`config.mk`:
```
export PLATFORM = sky130hd
export DESIGN_NAME = axs_top
export DESIGN_NICKNAME = d
export VERILOG_FILES = /design/src/include/axs_pkg.sv /design/src/rtl/axs_in_sync.sv /design/src/rtl/axs_pulse_gen.sv /design/src/rtl/axs_top.sv
export VERILOG_INCLUDE_DIRS = /design/src /design/src/include
export SDC_FILE = /design/constraint.sdc
export NUM_CORES = 1
export LEC_CHECK = 0
export BUFFER_PORTS_ARGS = -buffer_cell sky130_fd_sc_hd__buf_2
export CAP_MARGIN = 20
export CORE_AREA = 2 2 146 148
export CTS_BUF_LIST = sky130_fd_sc_hd__clkbuf_2 sky130_fd_sc_hd__clkbuf_4 sky130_fd_sc_hd__clkbuf_8
export DETAILED_ROUTE_END_ITERATION = 10
export DIE_AREA = 0 0 148 150
export HOLD_SLACK_MARGIN = 0.15
export PLACE_DENSITY_LB_ADDON = 0.05
export SLEW_MARGIN = 20
export SYNTH_ARGS = -nofsm -noshare
export SYNTH_HDL_FRONTEND = slang
export SYNTH_HIERARCHICAL = 1
export SYNTH_SLANG_ARGS = --single-unit
```
`constraint.sdc`:
```
create_clock -name sys_clk_in -period 7.2 [get_ports sys_clk_in]
set_clock_uncertainty 0.1 [all_clocks]
set_input_delay 0.72 -clock sys_clk_in [delete_from_list [all_inputs] [get_ports sys_clk_in]]
set_output_delay 0.72 -clock sys_clk_in [all_outputs]
set_load 0.005 [all_outputs]
```
`src/include/axs_defines.svh`:
```
// Constants for the two-axis positioning I/O block: map, fields, reset values
`ifndef AXS_DEFINES_SVH
`define AXS_DEFINES_SVH

`define AXS_N 2
`define AXS_AW 6
`define AXS_DW 16
`define AXS_PINS_W 6
`define AXS_CFG_W 8
`define AXS_EVT_W 4
`define AXS_IRQ_W 8
`define AXS_STRIDE 16

`define AXS_OFF_CFG 6'h00
`define AXS_OFF_CMD 6'h01
`define AXS_OFF_CNT 6'h02
`define AXS_OFF_HALF 6'h03
`define AXS_OFF_STAT 6'h04
`define AXS_IRQ_STAT 6'h20
`define AXS_IRQ_CLR 6'h21
`define AXS_IRQ_EN 6'h22

`define AXS_CMD_OPR 0
`define AXS_CMD_POS 1
`define AXS_CMD_SPD 2
`define AXS_CMD_DIR 3
`define AXS_CMD_STOP 4

`define AXS_ST_BUSY 0
`define AXS_ST_DONE 1
`define AXS_ST_REQ 2
`define AXS_ST_RDY_ERR 3
`define AXS_ST_LIM_ERR 4
`define AXS_ST_STATE 5
`define AXS_ST_STATE_W 3
`define AXS_ST_PINS 8

`define AXS_EVT_OPR 0
`define AXS_EVT_RDY 1
`define AXS_EVT_LIM 2
`define AXS_EVT_POS 3

`define AXS_CFG_RST 8'h00
`define AXS_CNT_RST 16'h0000
`define AXS_HALF_RST 16'h0032
`define AXS_ONE 16'h0001

`endif

```
`src/include/axs_pkg.sv`:
```
// Types shared by the positioning I/O block
package axs_pkg;

  typedef enum logic [1:0] {PM_CW_CCW, PM_PULSE_SIGN, PM_AB_X1, PM_AB_X4} axs_pmode_e;

  typedef enum logic [1:0] {OM_DOG, OM_STOPPER, OM_COUNT1, OM_COUNT2} axs_omethod_e;

  typedef enum logic [2:0] {ST_IDLE, ST_POS, ST_SPD, ST_DOG, ST_ZERO} axs_state_e;

  typedef struct packed {
    logic retry_en;
    logic llim_sel;
    logic ulim_sel;
    logic ready_sel;
    axs_omethod_e method;
    axs_pmode_e mode;
  } axs_cfg_s;

  typedef struct packed {
    logic origin_zero_input;
    logic speed_to_position_switch_input;
    logic drive_ready_input;
    logic near_point_input;
    logic upper_stroke_limit_input;
    logic lower_stroke_limit_input;
  } axs_pins_s;

endpackage

```
`src/rtl/axs_in_sync.sv`:
```
// Two-stage input synchroniser with leading-edge detection
`timescale 1ns/10ps
`default_nettype none

module axs_in_sync #(
  parameter int W = 12
) (
  input wire logic sys_clk_in,
  input wire logic reset_n_in,
  input wire logic [W-1:0] raw_in,
  output logic [W-1:0] lvl_out,
  output logic [W-1:0] rise_out
);

  logic [W-1:0] s1_q;
  logic [W-1:0] s2_q;
  logic [W-1:0] prev_q;

  always_ff @(posedge sys_clk_in)
  begin
    if (!reset_n_in)
    begin
      s1_q <= '0;
      s2_q <= '0;
      prev_q <= '0;
    end
    else
    begin
      s1_q <= raw_in;
      s2_q <= s1_q;
      prev_q <= s2_q;
    end
  end

  assign lvl_out = s2_q;
  assign rise_out = s2_q & ~prev_q;

endmodule

`default_nettype wire

```
`src/rtl/axs_pulse_gen.sv`:
```
// Pulse train encoder for one axis: CW/CCW, PULSE/SIGN, A/B x1 and x4
`timescale 1ns/10ps
`default_nettype none
`include "axs_defines.svh"

module axs_pulse_gen
  import axs_pkg::*;
(
  input wire logic sys_clk_in,
  input wire logic reset_n_in,
  input wire logic run_in,
  input wire logic dir_in,
  input wire axs_pkg::axs_pmode_e mode_in,
  input wire logic [`AXS_DW-1:0] half_in,
  output logic fwd_out,
  output logic rev_out,
  output logic step_out
);

  logic [`AXS_DW-1:0] div_q;
  logic [1:0] quad_q;
  logic [1:0] sub_q;
  logic ph_q;
  logic tick;
  logic [1:0] quad_d;

  // Index of the last half-period tick that closes one pulse
  function automatic logic [1:0] last_sub(input axs_pmode_e m);
    case (m)
      PM_AB_X1: last_sub = 2'h3;
      PM_AB_X4: last_sub = 2'h0;
      default: last_sub = 2'h1;
    endcase
  endfunction

  // A half period of zero is taken as one cycle
  assign tick = run_in && (({1'b0, div_q} + 17'h00001) >= {1'b0, half_in});
  assign quad_d = dir_in ? quad_q + 2'h1 : quad_q - 2'h1;
  // Step marks the tick that closes a pulse, so the axis stops on that same edge
  // and no extra half period leaks out when the half period is one cycle
  assign step_out = tick && (sub_q == last_sub(mode_in));

  always_ff @(posedge sys_clk_in)
  begin
    if (!reset_n_in || !run_in || tick)
      div_q <= '0;
    else
      div_q <= div_q + `AXS_ONE;
  end

  always_ff @(posedge sys_clk_in)
  begin
    if (!reset_n_in)
    begin
      ph_q <= 1'b0;
      sub_q <= 2'h0;
      quad_q <= 2'h0;
    end
    else
    begin
      if (!run_in)
      begin
        ph_q <= 1'b0;
        sub_q <= 2'h0;
      end
      else if (tick)
      begin
        ph_q <= ~ph_q;
        quad_q <= quad_d;
        if (sub_q == last_sub(mode_in))
          sub_q <= 2'h0;
        else
          sub_q <= sub_q + 2'h1;
      end
    end
  end

  // Quadrature phases hold their level when idle so the drive keeps its count
  always_ff @(posedge sys_clk_in)
  begin
    if (!reset_n_in)
    begin
      fwd_out <= 1'b0;
      rev_out <= 1'b0;
    end
    else
    begin
      case (mode_in)
        PM_CW_CCW:
        begin
          fwd_out <= ph_q && dir_in;
          rev_out <= ph_q && !dir_in;
        end
        PM_PULSE_SIGN:
        begin
          fwd_out <= ph_q;
          rev_out <= run_in && !dir_in;
        end
        default:
        begin
          fwd_out <= quad_q[1];
          rev_out <= quad_q[1] ^ quad_q[0];
        end
      endcase
    end
  end

endmodule

`default_nettype wire

```
`src/rtl/axs_top.sv`:
```
// Two-axis positioning I/O: input sampling, axis control, pulse and clear outputs
//
// Implementation choices: strobed register access and the register offsets.
`timescale 1ns/10ps
`default_nettype none
`include "axs_defines.svh"

// Behaviour
// - Leading edge of origin zero input marks the origin during origin return.
// - In stopper method, a zero input leading edge completes origin return.
// - Switch input edge moves speed/position operation from speed to position.
// - Drive not ready sets the origin return request flag.
// - Ready loss stops the axis; it stays stopped until a new start.
// - Ready loss clears the origin return done flag.
// - Unselected ready and limit inputs are taken as permanently asserted.
// - Either stroke limit going low stops positioning.
// - With retry, limits bound the near-point search and reverse travel.
// - Near-point input is detected on its leading edge during origin return.
// - Droop clear output is high during origin return except count 2 method.
// - Pulses leave on forward and reverse outputs in the selected encoding.
// - Four pulse encodings exist; CW/CCW is the reset default.
module axs_top
  import axs_pkg::*;
(
  input wire logic sys_clk_in,
  input wire logic reset_n_in,
  input wire logic [`AXS_AW-1:0] reg_addr_in,
  input wire logic [`AXS_DW-1:0] reg_wdata_in,
  input wire logic reg_wr_in,
  input wire logic reg_rd_in,
  output logic [`AXS_DW-1:0] reg_rdata_out,
  input wire axs_pkg::axs_pins_s [`AXS_N-1:0] axis_pins_in,
  output logic [`AXS_N-1:0] pulse_fwd_out,
  output logic [`AXS_N-1:0] pulse_rev_out,
  output logic [`AXS_N-1:0] droop_clear_out,
  output logic irq_out
);

  logic [`AXS_N*`AXS_PINS_W-1:0] sync_lvl;
  logic [`AXS_N*`AXS_PINS_W-1:0] sync_rise;
  logic [`AXS_IRQ_W-1:0] evt_all;
  logic [`AXS_DW-1:0] rd_cfg [`AXS_N];
  logic [`AXS_DW-1:0] rd_cnt [`AXS_N];
  logic [`AXS_DW-1:0] rd_half [`AXS_N];
  logic [`AXS_DW-1:0] rd_stat [`AXS_N];
  logic [`AXS_IRQ_W-1:0] irq_stat_q;
  logic [`AXS_IRQ_W-1:0] irq_en_q;
  logic [`AXS_IRQ_W-1:0] irq_stat_d;
  logic [`AXS_IRQ_W-1:0] irq_en_d;
  logic [`AXS_IRQ_W-1:0] irq_clr;
  logic [`AXS_DW-1:0] rdata_d;

  // An input whose function is not selected reads as asserted
  function automatic logic eff_level(input logic used, input logic raw);
    eff_level = raw || !used;
  endfunction

  function automatic logic reg_hit(
    input logic [`AXS_AW-1:0] addr,
    input int axis,
    input logic [`AXS_AW-1:0] off
  );
    reg_hit = (addr == (`AXS_AW'(axis * `AXS_STRIDE) + off));
  endfunction

  axs_in_sync #(
    .W(`AXS_N*`AXS_PINS_W)
  ) u_sync (
    .sys_clk_in(sys_clk_in),
    .reset_n_in(reset_n_in),
    .raw_in(axis_pins_in),
    .lvl_out(sync_lvl),
    .rise_out(sync_rise)
  );

  genvar a;
  generate
    for (a = 0; a < `AXS_N; a++)
    begin : g_axis
      axs_cfg_s cfg_q;
      axs_state_e st_q;
      axs_pins_s lvl;
      axs_pins_s rise;
      logic [`AXS_DW-1:0] cnt_q;
      logic [`AXS_DW-1:0] half_q;
      logic [`AXS_DW-1:0] left_q;
      logic dir_q;
      logic done_q;
      logic req_q;
      logic rdy_err_q;
      logic lim_err_q;
      logic clr_q;
      logic rdy;
      logic up;
      logic lo;
      logic moving;
      logic step;
      logic at_lim;
      logic halt_rdy;
      logic halt_lim;
      logic halted;
      logic opr_end;
      logic pos_end;
      logic wr_cmd;
      logic start_opr;
      logic start_pos;
      logic start_spd;
      logic stop_cmd;
      logic go;
      logic [`AXS_DW-1:0] stat;

      assign lvl = sync_lvl[a*`AXS_PINS_W +: `AXS_PINS_W];
      assign rise = sync_rise[a*`AXS_PINS_W +: `AXS_PINS_W];

      assign rdy = eff_level(cfg_q.ready_sel, lvl.drive_ready_input);
      assign up = eff_level(cfg_q.ulim_sel, lvl.upper_stroke_limit_input);
      assign lo = eff_level(cfg_q.llim_sel, lvl.lower_stroke_limit_input);

      assign moving = (st_q != ST_IDLE);
      assign wr_cmd = reg_wr_in && reg_hit(reg_addr_in, a, `AXS_OFF_CMD);
      assign start_opr = wr_cmd && reg_wdata_in[`AXS_CMD_OPR];
      assign start_pos = wr_cmd && reg_wdata_in[`AXS_CMD_POS];
      assign start_spd = wr_cmd && reg_wdata_in[`AXS_CMD_SPD];
      assign stop_cmd = wr_cmd && reg_wdata_in[`AXS_CMD_STOP];
      // A start is refused while the drive is not ready
      assign go = (st_q == ST_IDLE) && rdy && (start_opr || start_pos || start_spd);

      // Travel is heading into the limit that is open
      assign at_lim = (!up && dir_q) || (!lo && !dir_q);
      assign halt_rdy = moving && !rdy;
      assign halt_lim = moving && !halt_rdy && (!up || !lo)
        && !(st_q == ST_DOG && cfg_q.retry_en);
      assign halted = halt_rdy || halt_lim || (moving && stop_cmd);
      assign opr_end = !halted && rise.origin_zero_input
        && ((st_q == ST_DOG && cfg_q.method == OM_STOPPER)
        || st_q == ST_ZERO);
      assign pos_end = !halted && (st_q == ST_POS) && step && (left_q == `AXS_ONE);

      always_ff @(posedge sys_clk_in)
      begin
        if (!reset_n_in)
        begin
          cfg_q <= axs_cfg_s'(`AXS_CFG_RST);
          cnt_q <= `AXS_CNT_RST;
          half_q <= `AXS_HALF_RST;
        end
        else if (reg_wr_in)
        begin
          if (reg_hit(reg_addr_in, a, `AXS_OFF_CFG))
            cfg_q <= axs_cfg_s'(reg_wdata_in[`AXS_CFG_W-1:0]);
          if (reg_hit(reg_addr_in, a, `AXS_OFF_CNT))
            cnt_q <= reg_wdata_in;
          if (reg_hit(reg_addr_in, a, `AXS_OFF_HALF))
            half_q <= reg_wdata_in;
        end
      end

      always_ff @(posedge sys_clk_in)
      begin
        if (!reset_n_in)
        begin
          st_q <= ST_IDLE;
          dir_q <= 1'b0;
          left_q <= '0;
        end
        else if (halted)
          st_q <= ST_IDLE;
        else
        begin
          case (st_q)
            ST_IDLE:
            begin
              if (go)
              begin
                dir_q <= reg_wdata_in[`AXS_CMD_DIR];
                left_q <= cnt_q;
                if (start_opr)
                  st_q <= ST_DOG;
                else if (start_pos && cnt_q != '0)
                  st_q <= ST_POS;
                else if (start_spd)
                  st_q <= ST_SPD;
              end
            end
            ST_POS:
            begin
              if (step)
                left_q <= left_q - `AXS_ONE;
              if (pos_end)
                st_q <= ST_IDLE;
            end
            ST_SPD:
            begin
              if (rise.speed_to_position_switch_input)
              begin
                left_q <= cnt_q;
                st_q <= (cnt_q == '0) ? ST_IDLE : ST_POS;
              end
            end
            ST_DOG:
            begin
              if (cfg_q.retry_en && at_lim)
                dir_q <= ~dir_q;
              if (opr_end)
                st_q <= ST_IDLE;
              else if (rise.near_point_input)
                st_q <= ST_ZERO;
            end
            ST_ZERO:
            begin
              if (opr_end)
                st_q <= ST_IDLE;
            end
            default: st_q <= ST_IDLE;
          endcase
        end
      end

      // Drive not ready wins over the end of origin return in the same cycle
      always_ff @(posedge sys_clk_in)
      begin
        if (!reset_n_in)
        begin
          req_q <= 1'b1;
          done_q <= 1'b0;
        end
        else
        begin
          if (!rdy)
            req_q <= 1'b1;
          else if (opr_end)
            req_q <= 1'b0;
          if (!rdy)
            done_q <= 1'b0;
          else if (opr_end)
            done_q <= 1'b1;
          else if (go && start_opr)
            done_q <= 1'b0;
        end
      end

      always_ff @(posedge sys_clk_in)
      begin
        if (!reset_n_in)
        begin
          rdy_err_q <= 1'b0;
          lim_err_q <= 1'b0;
        end
        else
        begin
          if (halt_rdy)
            rdy_err_q <= 1'b1;
          else if (go)
            rdy_err_q <= 1'b0;
          if (halt_lim)
            lim_err_q <= 1'b1;
          else if (go)
            lim_err_q <= 1'b0;
        end
      end

      // Count 2 keeps the deviation counter running through the return
      always_ff @(posedge sys_clk_in)
      begin
        if (!reset_n_in)
          clr_q <= 1'b0;
        else
          clr_q <= (st_q == ST_DOG || st_q == ST_ZERO)
            && cfg_q.method != OM_COUNT2;
      end

      axs_pulse_gen u_pulse (
        .sys_clk_in(sys_clk_in),
        .reset_n_in(reset_n_in),
        .run_in(moving),
        .dir_in(dir_q),
        .mode_in(cfg_q.mode),
        .half_in(half_q),
        .fwd_out(pulse_fwd_out[a]),
        .rev_out(pulse_rev_out[a]),
        .step_out(step)
      );

      assign droop_clear_out[a] = clr_q;

      always_comb
      begin
        stat = '0;
        stat[`AXS_ST_BUSY] = moving;
        stat[`AXS_ST_DONE] = done_q;
        stat[`AXS_ST_REQ] = req_q;
        stat[`AXS_ST_RDY_ERR] = rdy_err_q;
        stat[`AXS_ST_LIM_ERR] = lim_err_q;
        stat[`AXS_ST_STATE +: `AXS_ST_STATE_W] = st_q;
        stat[`AXS_ST_PINS +: `AXS_PINS_W] = lvl;
      end

      assign rd_cfg[a] = {{(`AXS_DW-`AXS_CFG_W){1'b0}}, cfg_q};
      assign rd_cnt[a] = cnt_q;
      assign rd_half[a] = half_q;
      assign rd_stat[a] = stat;
      assign evt_all[a*`AXS_EVT_W + `AXS_EVT_OPR] = opr_end;
      assign evt_all[a*`AXS_EVT_W + `AXS_EVT_RDY] = halt_rdy;
      assign evt_all[a*`AXS_EVT_W + `AXS_EVT_LIM] = halt_lim;
      assign evt_all[a*`AXS_EVT_W + `AXS_EVT_POS] = pos_end;
    end
  endgenerate

  // Sticky events: a new event outranks a clear written in the same cycle
  always_comb
  begin
    irq_clr = '0;
    irq_en_d = irq_en_q;
    if (reg_wr_in && reg_addr_in == `AXS_IRQ_CLR)
      irq_clr = reg_wdata_in[`AXS_IRQ_W-1:0];
    if (reg_wr_in && reg_addr_in == `AXS_IRQ_EN)
      irq_en_d = reg_wdata_in[`AXS_IRQ_W-1:0];
    irq_stat_d = (irq_stat_q & ~irq_clr) | evt_all;
  end

  always_ff @(posedge sys_clk_in)
  begin
    if (!reset_n_in)
    begin
      irq_stat_q <= '0;
      irq_en_q <= '0;
      irq_out <= 1'b0;
    end
    else
    begin
      irq_stat_q <= irq_stat_d;
      irq_en_q <= irq_en_d;
      irq_out <= |(irq_stat_d & irq_en_d);
    end
  end

  always_comb
  begin
    rdata_d = '0;
    for (int i = 0; i < `AXS_N; i++)
    begin
      if (reg_hit(reg_addr_in, i, `AXS_OFF_CFG))
        rdata_d = rd_cfg[i];
      if (reg_hit(reg_addr_in, i, `AXS_OFF_CNT))
        rdata_d = rd_cnt[i];
      if (reg_hit(reg_addr_in, i, `AXS_OFF_HALF))
        rdata_d = rd_half[i];
      if (reg_hit(reg_addr_in, i, `AXS_OFF_STAT))
        rdata_d = rd_stat[i];
    end
    if (reg_addr_in == `AXS_IRQ_STAT)
      rdata_d = {{(`AXS_DW-`AXS_IRQ_W){1'b0}}, irq_stat_q};
    if (reg_addr_in == `AXS_IRQ_EN)
      rdata_d = {{(`AXS_DW-`AXS_IRQ_W){1'b0}}, irq_en_q};
  end

  // Read data stand only in the cycle after the strobe
  always_ff @(posedge sys_clk_in)
  begin
    if (!reset_n_in || !reg_rd_in)
      reg_rdata_out <= '0;
    else
      reg_rdata_out <= rdata_d;
  end

endmodule

`default_nettype wire

```
==> results of run 1 <==
-- critical path, cell delays in order, from the launching register on --
cell	delay [ps]
dfxtp_1	400
nand2_1	100
nor3_1	480
and3_1	310
and3_1	180
xor2_1	80
ha_1	280
nand3_1	80
or3_1	390
o211ai_2	340
nand2_1	140
nor2_1	250
nand2_1	80
a21oi_1	190
and3b_1	610
o21ai_0	190
a31o_2	280
-- sequential cells by signal (all words and copies together), names as in the netlist, 4 cells and up --
signal	flops
g_axis.u_pulse/div_q	32
g_axis.u_pulse/quad_q	4
irq_en_q	8
u_sync/prev_q	6
g_axis.left_q	32
g_axis.half_q	32
g_axis.st_q	6
g_axis.cnt_q	32
u_sync/lvl_out	12
g_axis.u_pulse/sub_q	4
u_sync/s1_q	12
g_axis.cfg_q	16
reg_rdata_out	16
irq_stat_q	8
-- power groups by stage --
stage	Sequential, mW	Clock (mW)	Combinational (mW)
global route	1.34	1.39	0.106
floorplan	1.36	0	0.0560
detailed placement	1.37	0	0.0964
global placement	1.37	0	0.0956
finish	1.34	1.31	0.0996
CTS	1.34	1.33	0.0966
-- cell type report --
class | instances | area, um^2
clock inverters | 7 | 67.6
diodes | 2 | 5.00
clock buffers | 67 | 816
repair buffers | 70 | 378
multi-input cells | 1099 | 6670
fillers | 1848 | 7430
inverters | 52 | 196
flip-flops and latches | 239 | 4780
well taps | 275 | 344
-- path summary, 6_finish.rpt --
kind | to | cells after the start
max | g_axis[0].left_q[6]$_SDFFE_PN0P_ | 16
min | u_sync/s1_q[8]$_SDFF_PN0_ | 2
max reg2reg | g_axis[0].left_q[6]$_SDFFE_PN0P_ | 16
min reg2reg | u_sync/lvl_out[4]$_SDFF_PN0_ | 1
-- cell usage in the layout, fill, tap and decap left out, types with 32 or more instances in the layout --
master and instances:
ha_1 38, dfxtp_1 239, and2_1 35, inv_1 50, mux2i_1 32, nor2_1 101
o21ai_0 47, clkbuf_8 50, nor2b_1 42, nand3_1 44, nand2_1 254, buf_2 59
a21oi_1 128
-- through the flow --
step	instances	utilization	hold slack [ps]	total power, mW	setup slack, ps
floorplan	1473	-	312	1.42	3570
global placement	1735	0.598	314	1.46	2760
detailed placement	1735	0.598	319	1.46	2580
CTS	1809	0.641	245	2.76	2600
global route	1810	0.641	261	2.84	2140
finish	1811	0.641	252	2.75	2600
-- layer usage --
metal | global-route usage | share of wire | wire length, um
met5 | 0 | 0 | 0
met3 | 0.0570 | 0.089 | 3220
met2 | 0.499 | 0.44 | 15800
met1 | 0.457 | 0.44 | 15800
met4 | 0.135 | 0.039 | 1400
==> out/summary.md, run 1 <==
The flow ran to the end, and the final reports show no timing, DRC or antenna violations. The largest fanout on the critical path was 17. For the number of global-route vias before repair, the log shows 10224.

The run gives 11123 as the total vias in the final route. The startpoint identified for the worst hold timing path is axis_pins_in[8]. The run gives 0.580 as the starting density of the core.

Beginning of the critical path: g_axis[0].u_pulse/div_q[0]$_SDFF_PP0_. The run gives 2 as the H-tree depth. The internal portion of the total power is 2.12 mW.

The required time of the critical path is 7530 ps, and the data arrival time of the critical path is 4940 ps. The port buffer count was 60. Setup total negative slack on the finished layout was measured at 0 ps.

The floorplan has 53 rows. The pre-antenna-repair detailed-routing pass consisted of 7 iterations. The fraction of power spent switching nets came out at 0.230. The logs give 0 for the number of slew-limit violations in the final report and 3 for the maximum count of clock buffers along a single path. The power density of the placed cells was 207 nW/um^2; the part of the total power dissipated in sequential elements was 0.488. In this run the critical register-to-register path is launched from g_axis[0].u_pulse/div_q[0]$_SDFF_PP0_. The clock-pin slew on the worst setup and hold paths came out at 60 ps. The count of synthesis-stage warnings from yosys was 6. The tools report the switching power summed over all nets as 0.632 mW.

Initial antenna violation count: 1. The number of setup buffers added after CTS is 0. In this run, post-CTS hold repair placed 0 buffers.

The first global-routing pass estimated 56.8 mm of wire. Detailed placement finished with a half-perimeter wire length of 25.6 mm. Derived from the worst setup path, the maximum achievable clock frequency is 217 MHz. The tools report the launching element type of the critical path as a register. The worst-case headroom to the max-slew limit was 0.332; the synthesized area divided by synthesized cell count was 8.15 um^2. The final layout contains 1580 nets. The chip height is 150 um, and the final number of setup-violating endpoints is 0. The tools report the share of power burned in combinational logic as 0.036. The tools report the number of buffers created by CTS as 42. When the netlist entered floorplanning its net count stood at 1549. Summing every instance area after synthesis gives 12000 um^2.

At the later pin of the worst-skew pair, clock insertion delay measures 560 ps. The root buffer cell chosen for the clock tree is clkbuf_8. Critical path class: register to register. Leakage component of the power: 5.24 nW. The congestion estimate from routability-driven global placement came to 0.977. The clock network fraction of total power is 0.476. In the final routed layout, each cell accounts on average for 20.0 um. Synthesis produced 1473 cells.

After global routing the overflow that remains totals 0. The logs give 0 for the total count of hold-check failures in the final report and 65 for the maximum number of pins on one net before global-route repair. The die covers 22200 um^2. The total routed wirelength is 36.3 mm. The logs give 61 for the number of primary I/O pins and 0 for the number of instances resized during post-cts repair.

Setup repair after global routing left no endpoint under its margin. Measured along the x axis, the die boundary spans 148 um. In the routed design, unresolved DRC markers number 0. Setup slack on the worst reg-to-reg path comes out at 2600 ps.

Across the VDD grid, the largest voltage drop is 155 uV. The part of the cycle the worst path needs was 0.640. TritonCTS built the clock tree. Counting I/O delays and the setup requirement, the final critical path takes 4600 ps. The logs give 1070 for the number of violations reported at the end of detailed-routing iteration 0 and 239 for the clock net sink count. The tools report the finished layout cell area as 13300 um^2. The tools report the aggregate global-route resource usage as 0.327. The tightest min-delay check is of the primary input to register type.

The cell area after placement is 12400 um^2, and the transition at the pin with the smallest max-transition slack is 1000 ps. Relative to the synthesized area, the layout overhead comes to 10.5%. In the routed layout, each cell is associated on average with a via count of 6.14. The tools report the area of the core region as 20700 um^2. The tools report the type of element capturing the critical path as a register. The final antenna-violating net count was 0; the fraction of final layout cells sized beyond drive strength 1 was 0.136. Max-cap violations in this run came to 0.
No activity file was read; power rests on OpenSTA's default activity.
==> run 2: changes to the inputs <==
--- a/config.mk
+++ b/config.mk
@@ -6,12 +6,13 @@
 export SDC_FILE = /design/constraint.sdc
 export NUM_CORES = 1
 export LEC_CHECK = 0
+export ABC_AREA = 1
 export BUFFER_PORTS_ARGS = -buffer_cell sky130_fd_sc_hd__buf_2
 export CAP_MARGIN = 20
-export CORE_AREA = 2 2 146 148
+export CORE_AREA = 2 2 149 151
 export CTS_BUF_LIST = sky130_fd_sc_hd__clkbuf_2 sky130_fd_sc_hd__clkbuf_4 sky130_fd_sc_hd__clkbuf_8
 export DETAILED_ROUTE_END_ITERATION = 10
-export DIE_AREA = 0 0 148 150
+export DIE_AREA = 0 0 151 153
 export HOLD_SLACK_MARGIN = 0.15
 export PLACE_DENSITY_LB_ADDON = 0.05
 export SLEW_MARGIN = 20
==> constraint.sdc (replaced) <==
create_clock -name sys_clk_in -period 4.5 [get_ports sys_clk_in]
set_clock_uncertainty 0.1 [all_clocks]
set_input_delay 0.45 -clock sys_clk_in [delete_from_list [all_inputs] [get_ports sys_clk_in]]
set_output_delay 0.45 -clock sys_clk_in [all_outputs]
set_load 0.005 [all_outputs]
==> run 2 against run 1 <==
Effect of this change:
- register-to-register slack worse by 2100 ps
- maximum frequency up 15%
- clock power up 60%
- largest cell class unchanged
- largest power group unchanged
- sequential power up 60%
- hold slack worse by 94 ps
- via count up 7.7%
==> out/summary.md, run 2 <==
For the clock net sink count, the log shows 239 (unchanged). The worst setup path is of the register to register kind. In this run the critical register-to-register path is launched from g_axis[0].u_pulse/div_q[0]$_SDFF_PP0_. The fraction of final layout cells sized beyond drive strength 1 came out at 0.127 (-0.00948). In this run the critical register-to-register path is captured at g_axis[0].st_q[2]$_SDFFE_PP0P_. The critical path's top delay family was simple AND/OR/NAND/NOR gates. The part of the cycle the worst path needs is 0.890 (+0.250), and the total count of hold-check failures in the final report is 0 (unchanged). The worst hold slack after final layout was 159 ps (-93.5 ps); the number of buffers created by CTS was 41 (-2.4%). The run gives 1965 (+24%) as the layout net count. The aggregate global-route resource usage was 0.311 (-0.0154).

The leakage component of the power is 6.60 nW (+26%), and the global-route wire length before repair is 57.0 mm (+0.29%). For the initial antenna violation count, the log shows 0 (-1). The port buffer count is 60 (unchanged), and the number of primary I/O pins is 61 (unchanged). The clock network fraction of total power was 0.473 (-0.003); the part of the total power dissipated in sequential elements was 0.485 (-0.003).

The tools report the residual DRC count as 0 (unchanged). H-tree depth: 2 (unchanged). The tools report the detailed-routing iteration count for the pre-antenna-repair pass as 6 (-1). Commonest non-fill, non-tap cell in the layout: nand2_1. The tools report the antenna diode instance count as 0 (-2). The final number of setup-violating endpoints is 0 (unchanged), and the final global-route overflow total is 0 (unchanged). The synthesized area divided by synthesized cell count was 6.91 um^2 (-15%); the count of placed standard cells including taps was 2104 (+21%). For the maximum number of pins on one net before global-route repair, the log shows 145 (+120%). The run gives 250 MHz (+15%) as the maximum clock frequency. The logs give 4390 ps (-550 ps) for the data arrival time of the critical path and 550 ps (about the same) for the insertion delay of the later-clocked pin in the worst-skew pair. Number of instances on the worst hold path: 3 (+1). Final critical-path required period: 4000 ps (-602 ps).

The count of buffering cells on the critical path with inverters included came out at 3 (+3). Relative to the synthesized area, the layout overhead comes to 12.3%. On the critical path, the stage with the largest delay is an instance of dfxtp_2. For the post-synthesis instance total, the log shows 1812 (+23%). The tree is rooted in a clkbuf_8. The logs give 0 (unchanged) for the buffers inserted during post-CTS setup optimization and 0 (unchanged) for the final antenna-violating net count. The width of the die works out to 151 um (+2.0%).

The total die area was 23100 um^2 (+4.1%). The area of the core region was 21500 um^2 (+3.8%). The tools report the total vias in the final route as 11979 (+7.7%). Detailed placer's ending HPWL: 25.6 mm (about the same). The minimum setup slack among reg-to-reg paths came out at 500 ps (-2100 ps). The type of element capturing the critical path is a register. The critical path's largest stage delay came out at 370 ps (-240 ps). The run gives 273 uV (+76%) as the peak supply drop. The non-filler instance count after layout was 2197 (+21%); the share of power burned in combinational logic was 0.042 (+0.006).

The kind of path behind the tightest hold check was primary input to register. The number of slew-limit violations in the final report is 0 (unchanged). For the required time of the critical path, the log shows 4880 ps (-2650 ps). The chip height works out to 153 um (+2.0%). The total chip power was 4.44 mW (+61%). Leaving out fill and tap cells, the most frequent cells in the layout are nand2_1, inv_1, dfxtp_1. Pre-CTS setup slack: 255 ps (-2330 ps). The power density of the placed cells came out at 315 nW/um^2 (+52%). The accumulated negative setup slack is 0 ps (unchanged).

The total routed wirelength is 35.6 mm (-1.8%). The logs give 12500 um^2 (+4.4%) for the netlist area before placement and 1.04 mW (+64%) for the switching power summed over all nets. The worst hold path begins at reg_wdata_in[3]. The slack of the critical path is 497 ps (-2100 ps). The run finished with clean final reports. Final RePlAce weighted congestion: 0.951 (-2.7%). The number of vias per cell is 5.45 (-11%). The fraction of power spent switching nets works out to 0.234 (+0.00416). The path with the worst hold slack has its endpoint at irq_en_q[3]$_SDFF_PN0_.

The per-cell routed wire length is 16.2 um (-19%). Standard-cell row count: 54 (+1.9%). The logic depth of the worst register-to-register path works out to 28 (+12). The logs give 11039 (+8.0%) for the number of global-route vias before repair and 14100 um^2 (+6.1%) for the finished layout cell area.

STA classifies the critical path startpoint as a register. The logs give 0 (unchanged) for the number of maximum-capacitance violations and 1219 (+14%) for the number of violations reported at the end of detailed-routing iteration 0. The logs give 0.583 (+0.00292) for the starting density of the core and 1888 (+22%) for the net count of the mapped netlist. For the core occupancy in the finished layout, the log shows 0.655 (+0.0138). The largest fanout on the critical path came out at 10 (-7). The clock-pin slew on the worst setup and hold paths was 60 ps (about the same).

The transition at the pin with the smallest max-transition slack is 1040 ps (+37.6 ps), and the worst-case headroom to the max-slew limit is 0.306 (-0.0260). The count of synthesis-stage warnings from yosys is 6 (unchanged). The run gives 12900 um^2 (+4.6%) as the cell area after placement. TritonCTS built the clock tree. For the internal power summed over all cells, the log shows 3.40 mW (+61%). The run gives 3 (unchanged) as the maximum count of clock buffers along a single path.
run 2: final cells by class:
cell class | count | area [um^2]
clock buffer | 64 | 812
clock inverter | 7 | 65.1
fill | 1951 | 7420
inverter | 274 | 1030
multi-input combinational | 1239 | 6400
sequential | 239 | 4790
tap | 280 | 350
timing repair buffer | 94 | 626
run 2: worst min-delay path, delay by kind of cell:
| kind | cells | cell delay, ps |
|---|---|---|
| AO/OA/AOI/OAI | 1 | 120 |
| AND/OR/NAND/NOR | 1 | 100 |
| buffers and inverters | 1 | 90 |
run 2: power groups by stage:
stage	Sequential (mW)	Combinational [mW]	Clock, mW
floorplan	2.19	0.102	0
global placement	2.20	0.164	0
detailed placement	2.20	0.166	0
CTS	2.15	0.181	2.13
global route	2.15	0.204	2.23
finish	2.15	0.186	2.10
run 2: what timing repair did:
item                                    in CTS  in global routing
endpoints found under the hold margin       29                  0
hold buffers                                22                  0
endpoints found under the setup margin       0                 21
gates resized for setup                      0                  6
run 2: worst max-delay path by stage:
stage | from | depth (start not counted) | to
floorplan | g_axis[0].u_pulse/div_q[0]$_SDFF_PP0_ | 28 | g_axis[0].st_q[2]$_SDFFE_PP0P_
global route | g_axis[1].u_pulse/div_q[0]$_SDFF_PP0_ | 24 | g_axis[1].st_q[2]$_SDFFE_PP0P_
detailed placement | g_axis[0].u_pulse/div_q[0]$_SDFF_PP0_ | 28 | g_axis[0].st_q[2]$_SDFFE_PP0P_
finish | g_axis[0].u_pulse/div_q[0]$_SDFF_PP0_ | 28 | g_axis[0].st_q[2]$_SDFFE_PP0P_
global placement | g_axis[0].u_pulse/div_q[0]$_SDFF_PP0_ | 28 | g_axis[0].st_q[2]$_SDFFE_PP0P_
CTS | g_axis[0].u_pulse/div_q[0]$_SDFF_PP0_ | 28 | g_axis[0].st_q[2]$_SDFFE_PP0P_
run 2: routing by layer:
metal  track usage  part of all wire  vias up  routed length [um]
met5             0                 0        -                   0
met4         0.117             0.032        0                1140
met3        0.0436             0.070       73                2480
met2         0.491              0.45      478               16100
met1         0.433              0.45     5456               15900
li1              -                 -     5972                   -
==> run 3: changes to the inputs <==
--- a/config.mk
+++ b/config.mk
@@ -9,14 +9,14 @@
 export ABC_AREA = 1
 export BUFFER_PORTS_ARGS = -buffer_cell sky130_fd_sc_hd__buf_2
 export CAP_MARGIN = 20
-export CORE_AREA = 2 2 149 151
+export CORE_AREA = 2 2 144 146
 export CTS_BUF_LIST = sky130_fd_sc_hd__clkbuf_2 sky130_fd_sc_hd__clkbuf_4 sky130_fd_sc_hd__clkbuf_8
+export CTS_CLUSTER_DIAMETER = 40
 export DETAILED_ROUTE_END_ITERATION = 10
-export DIE_AREA = 0 0 151 153
+export DIE_AREA = 0 0 146 148
 export HOLD_SLACK_MARGIN = 0.15
 export PLACE_DENSITY_LB_ADDON = 0.05
 export SLEW_MARGIN = 20
 export SYNTH_ARGS = -nofsm -noshare
 export SYNTH_HDL_FRONTEND = slang
-export SYNTH_HIERARCHICAL = 1
 export SYNTH_SLANG_ARGS = --single-unit
==> constraint.sdc (replaced) <==
create_clock -name sys_clk_in -period 4.5 [get_ports sys_clk_in]
set_clock_uncertainty 0.1 [all_clocks]
set_input_delay 0.225 -clock sys_clk_in [delete_from_list [all_inputs] [get_ports sys_clk_in]]
set_output_delay 0.225 -clock sys_clk_in [all_outputs]
set_load 0.005 [all_outputs]
==> run 3 against run 2 <==
Effect of this change:
- final area shrank 2.9%
- area after synthesis shrank 5.0%
- total power is 3.3% higher
- setup slack improved by 220 ps
- register-to-register slack gained 220 ps
- routed wire length decreased by 1.9%
- global-route usage up 1.1 points
- clock power grew 6%
- utilization rose by 2.7 points
- via count down 2.4%
- non-clock buffer count increased by 13
- critical path type unchanged
- highest routed layer unchanged
==> out/summary.md, run 3 <==
The clock net sink count was 239 (unchanged). The buffer cell driving the clock tree root was clkbuf_8. The run gives 6.30 nW (-4.5%) as the leakage component of the power. The tools report the total vias in the final route as 11694 (-2.4%). The dominant combinational cell family by area after synthesis is simple AND/OR/NAND/NOR gates. The standard-cell row count was 52 (-3.7%). The library cell used most frequently in the layout, excluding fill and tap cells, is nand2_1.

The fraction of final layout cells sized beyond drive strength 1 is 0.0958 (-0.0310). The peak supply drop was 309 uV (+13%); the number of storage elements in the synthesis netlist was 239. The number of vias per cell was 5.55 (+1.7%). The power density of the placed cells was 336 nW/um^2 (+6.4%); the final number of setup-violating endpoints was 0 (unchanged). After synthesis, the cell types taking the most area are dfxtp_1, nand2_1, inv_1, nor2_1, o21ai_0. The number of slew-limit violations in the final report is 0 (unchanged), and the area growth from synthesis to final layout is 14.8%.

For the net count of the mapped netlist, the log shows 1792 (-5.1%). The largest fanout on the critical path came out at 14 (+4). The chip height came out at 148 um (-3.3%). The synthesized design contains 0 enable-type register cells. Core occupancy in the finished layout: 0.682 (+0.0270). The tools report the internal power summed over all cells as 3.50 mW (+3.0%). The flow ran to the end, and the final reports show no timing, DRC or antenna violations. The min-delay analysis places its worst path in the category primary input to register.

The width of the die works out to 146 um (-3.3%). The final-layout fill cell count is 1806 (-7.4%). The aggregate global-route resource usage was 0.322 (+0.0113); the data arrival time of the critical path was 4170 ps (-220 ps). The top cell types in the final layout, fill and taps aside, are nand2_1, inv_1, nor2_1. The most instantiated flip-flop cell in the synthesis netlist is dfxtp_1. The port buffer count was 60 (unchanged); the per-cell routed wire length was 16.6 um (+2.2%).

The total die area was 21600 um^2 (-6.5%); the netlist area before placement was 11900 um^2 (-5.0%). The accumulated negative setup slack was 0 ps (unchanged); the register area share after synthesis was 0.402. The maximum count of clock buffers along a single path is 3 (unchanged), and the number of global-route vias before repair is 10841 (-1.8%). STA classifies the critical path endpoint as a register. Parity-gate share of the synthesized area counting xor and xnor cells: 0.0199. The antenna diode instance count was 0 (unchanged). The synthesized area divided by synthesized cell count was 6.94 um^2 (+0.35%). The part of the cycle the worst path needs works out to 0.841 (-0.0491). Setup repair after global routing left no endpoint under its margin.

The transition at the pin with the smallest max-transition slack is 1050 ps (+15.7 ps), and the count of unique library cells instantiated by Yosys is 51. The initial antenna violation count came out at 0 (unchanged). The logs give 8 (+2) for the detailed-routing iteration count for the pre-antenna-repair pass and 1716 (-5.3%) for the post-synthesis instance total. The logs give 0 (unchanged) for the final antenna-violating net count and 25.3 mm (-1.2%) for the detailed placer's ending HPWL. The final critical-path required period was 3780 ps (-221 ps); the final global-route overflow total was 0 (unchanged). The run gives 1.09 mW (+4.5%) as the switching power summed over all nets. The run gives 1123 (-7.9%) as the number of violations reported at the end of detailed-routing iteration 0.

Compound-cell area share of the yosys netlist: 0.188. The buffers inserted during post-CTS setup optimization came out at 0 (unchanged). The residual DRC count is 0 (unchanged). The area of the core region came out at 20000 um^2 (-6.7%). The logs give 35.0 mm (-1.9%) for the total routed wirelength and 61 (unchanged) for the number of primary I/O pins. The tools report the minimum setup slack among reg-to-reg paths as 720 ps (+220 ps). The total count of hold-check failures in the final report was 0 (unchanged). For the starting density of the core, the log shows 0.594 (+0.0110). The cell with the most instances after synthesis is nand2_1. The top-area cell type share of the netlist area is 0.402, and the maximum number of pins on one net before global-route repair is 61 (-58%). The number of buffers created by CTS came out at 44 (+7.3%). The logs give 0.295 (-0.0105) for the worst-case headroom to the max-slew limit and 0.469 (-0.016) for the part of the total power dissipated in sequential elements.

The number of maximum-capacitance violations was 0 (unchanged); the post-synthesis simple-gate area fraction was 0.242. dfxtp_1 takes more of the synthesized area than any other cell. The launching element type of the critical path is a register. By count the netlist is led by nand2_1, inv_1, nor2_1, dfxtp_1, o21ai_0. Share of synthesized cell area in full adder, half adder and majority cells: 0.0399. The fraction of power spent switching nets works out to 0.237 (+0.00273). The clock network fraction of total power came out at 0.487 (+0.014). For the total chip power, the log shows 4.58 mW (+3.3%).

The final RePlAce weighted congestion was 0.983 (+3.3%). TritonCTS built the clock tree. The H-tree depth is 2 (unchanged), and the clock-pin slew on the worst setup and hold paths is 60 ps (about the same). The required time of the critical path was 4890 ps (about the same); the maximum clock frequency was 264 MHz (+5.8%). The portion of netlist area occupied by mux cells was 0; the global-route wire length before repair was 56.2 mm (-1.4%).

The share of power burned in combinational logic came out at 0.044 (+0.002). The async set-or-reset flop fraction in the synthesized netlist came out at 0. The insertion delay of the later-clocked pin in the worst-skew pair came out at 570 ps (+20 ps). The setup path with the least slack is of type register to register.

The run gives 0 (-6) as the count of synthesis-stage warnings from yosys. The run gives 1886 (-4.0%) as the layout net count.
run 3: final timing paths:
check / start / endpoint / cells after the start
worst max-delay path: g_axis[0].u_pulse.div_q[0]$_SDFF_PP0_ / g_axis[0].left_q[10]$_SDFFE_PN0P_ / 22
worst min-delay path: reg_addr_in[5] / reg_rdata_out[3]$_SDFF_PP0_ / 7
worst max register to register: g_axis[0].u_pulse.div_q[0]$_SDFF_PP0_ / g_axis[0].left_q[10]$_SDFFE_PN0P_ / 22
worst min register to register: u_sync.s1_q[7]$_SDFF_PN0_ / u_sync.lvl_out[7]$_SDFF_PN0_ / 2
run 3: final cells by class:
cell class	instances	area [um^2]	area share
Inverter	271	1020	0.0746
Clock buffer	59	774	0.0567
Sequential cell	239	4780	0.350
Multi-Input combinational cell	1147	5830	0.427
Timing Repair Buffer	107	743	0.0544
Clock inverter	15	169	0.0124
Tap cell	270	338	0.0247
run 3: cell families (layout without fill, tap and decap cells):
group                      Yosys count  in the layout
adders and majority gates           38             38
DFF                                239            239
and+or+nand+nor                    675            675
xor gates and xnor gates            27             27
AOI/OAI and AO/OA                  407            407
buffers and inverters              330            452
run 3: critical path, cell delays in order (launching register included):
cell	delay (ps)
dfxtp_1	370
ha_1	180
nand2_1	50
inv_1	80
nand2_1	90
nor2_2	190
inv_1	60
nor2_1	160
inv_1	90
nor4b_1	350
nor2_1	80
ha_1	320
nand4_1	110
nor4_1	290
nand2_1	80
nand3_1	150
nand3_1	90
nand2_1	80
buf_4	180
nand2_1	180
inv_2	280
nor2_1	70
nor2_1	90
run 3: per-stage QoR:
step | area, um^2 | hold slack, ps | cells | setup slack [ps]
after floorplan | 11900 | 223 | 1716 | 1320
after global placement | 12400 | 291 | 1999 | 920
after detailed placement | 12400 | 301 | 1999 | 749
after CTS | 13700 | 185 | 2108 | 710
after global routing | 13700 | 268 | 2108 | 217
final | 13700 | 212 | 2108 | 718
run 3: timing repair:
| item | CTS | global route |
|---|---|---|
| hold buffers | 35 | 0 |
| gates resized for setup | 0 | 0 |
| endpoints found under the hold margin | 118 | 0 |
| endpoints found under the setup margin | 0 | 0 |
run 3: power by group through the flow:
| stage | combinational [mW] | clock (mW) | sequential [mW] |
|---|---|---|---|
| floorplan | 0.105 | 0 | 2.19 |
| CTS | 0.195 | 2.26 | 2.15 |
| global placement | 0.171 | 0 | 2.20 |
| global route | 0.218 | 2.35 | 2.15 |
| detailed placement | 0.173 | 0 | 2.20 |
| finish | 0.200 | 2.23 | 2.15 |
run 3: layer usage:
metal | vias up | track usage | part of all wire
met4 | 0 | 0.125 | 0.032
met2 | 458 | 0.531 | 0.46
met1 | 5341 | 0.432 | 0.43
met3 | 86 | 0.0463 | 0.075
li1 | 5809 | - | -
met5 | - | 0 | 0
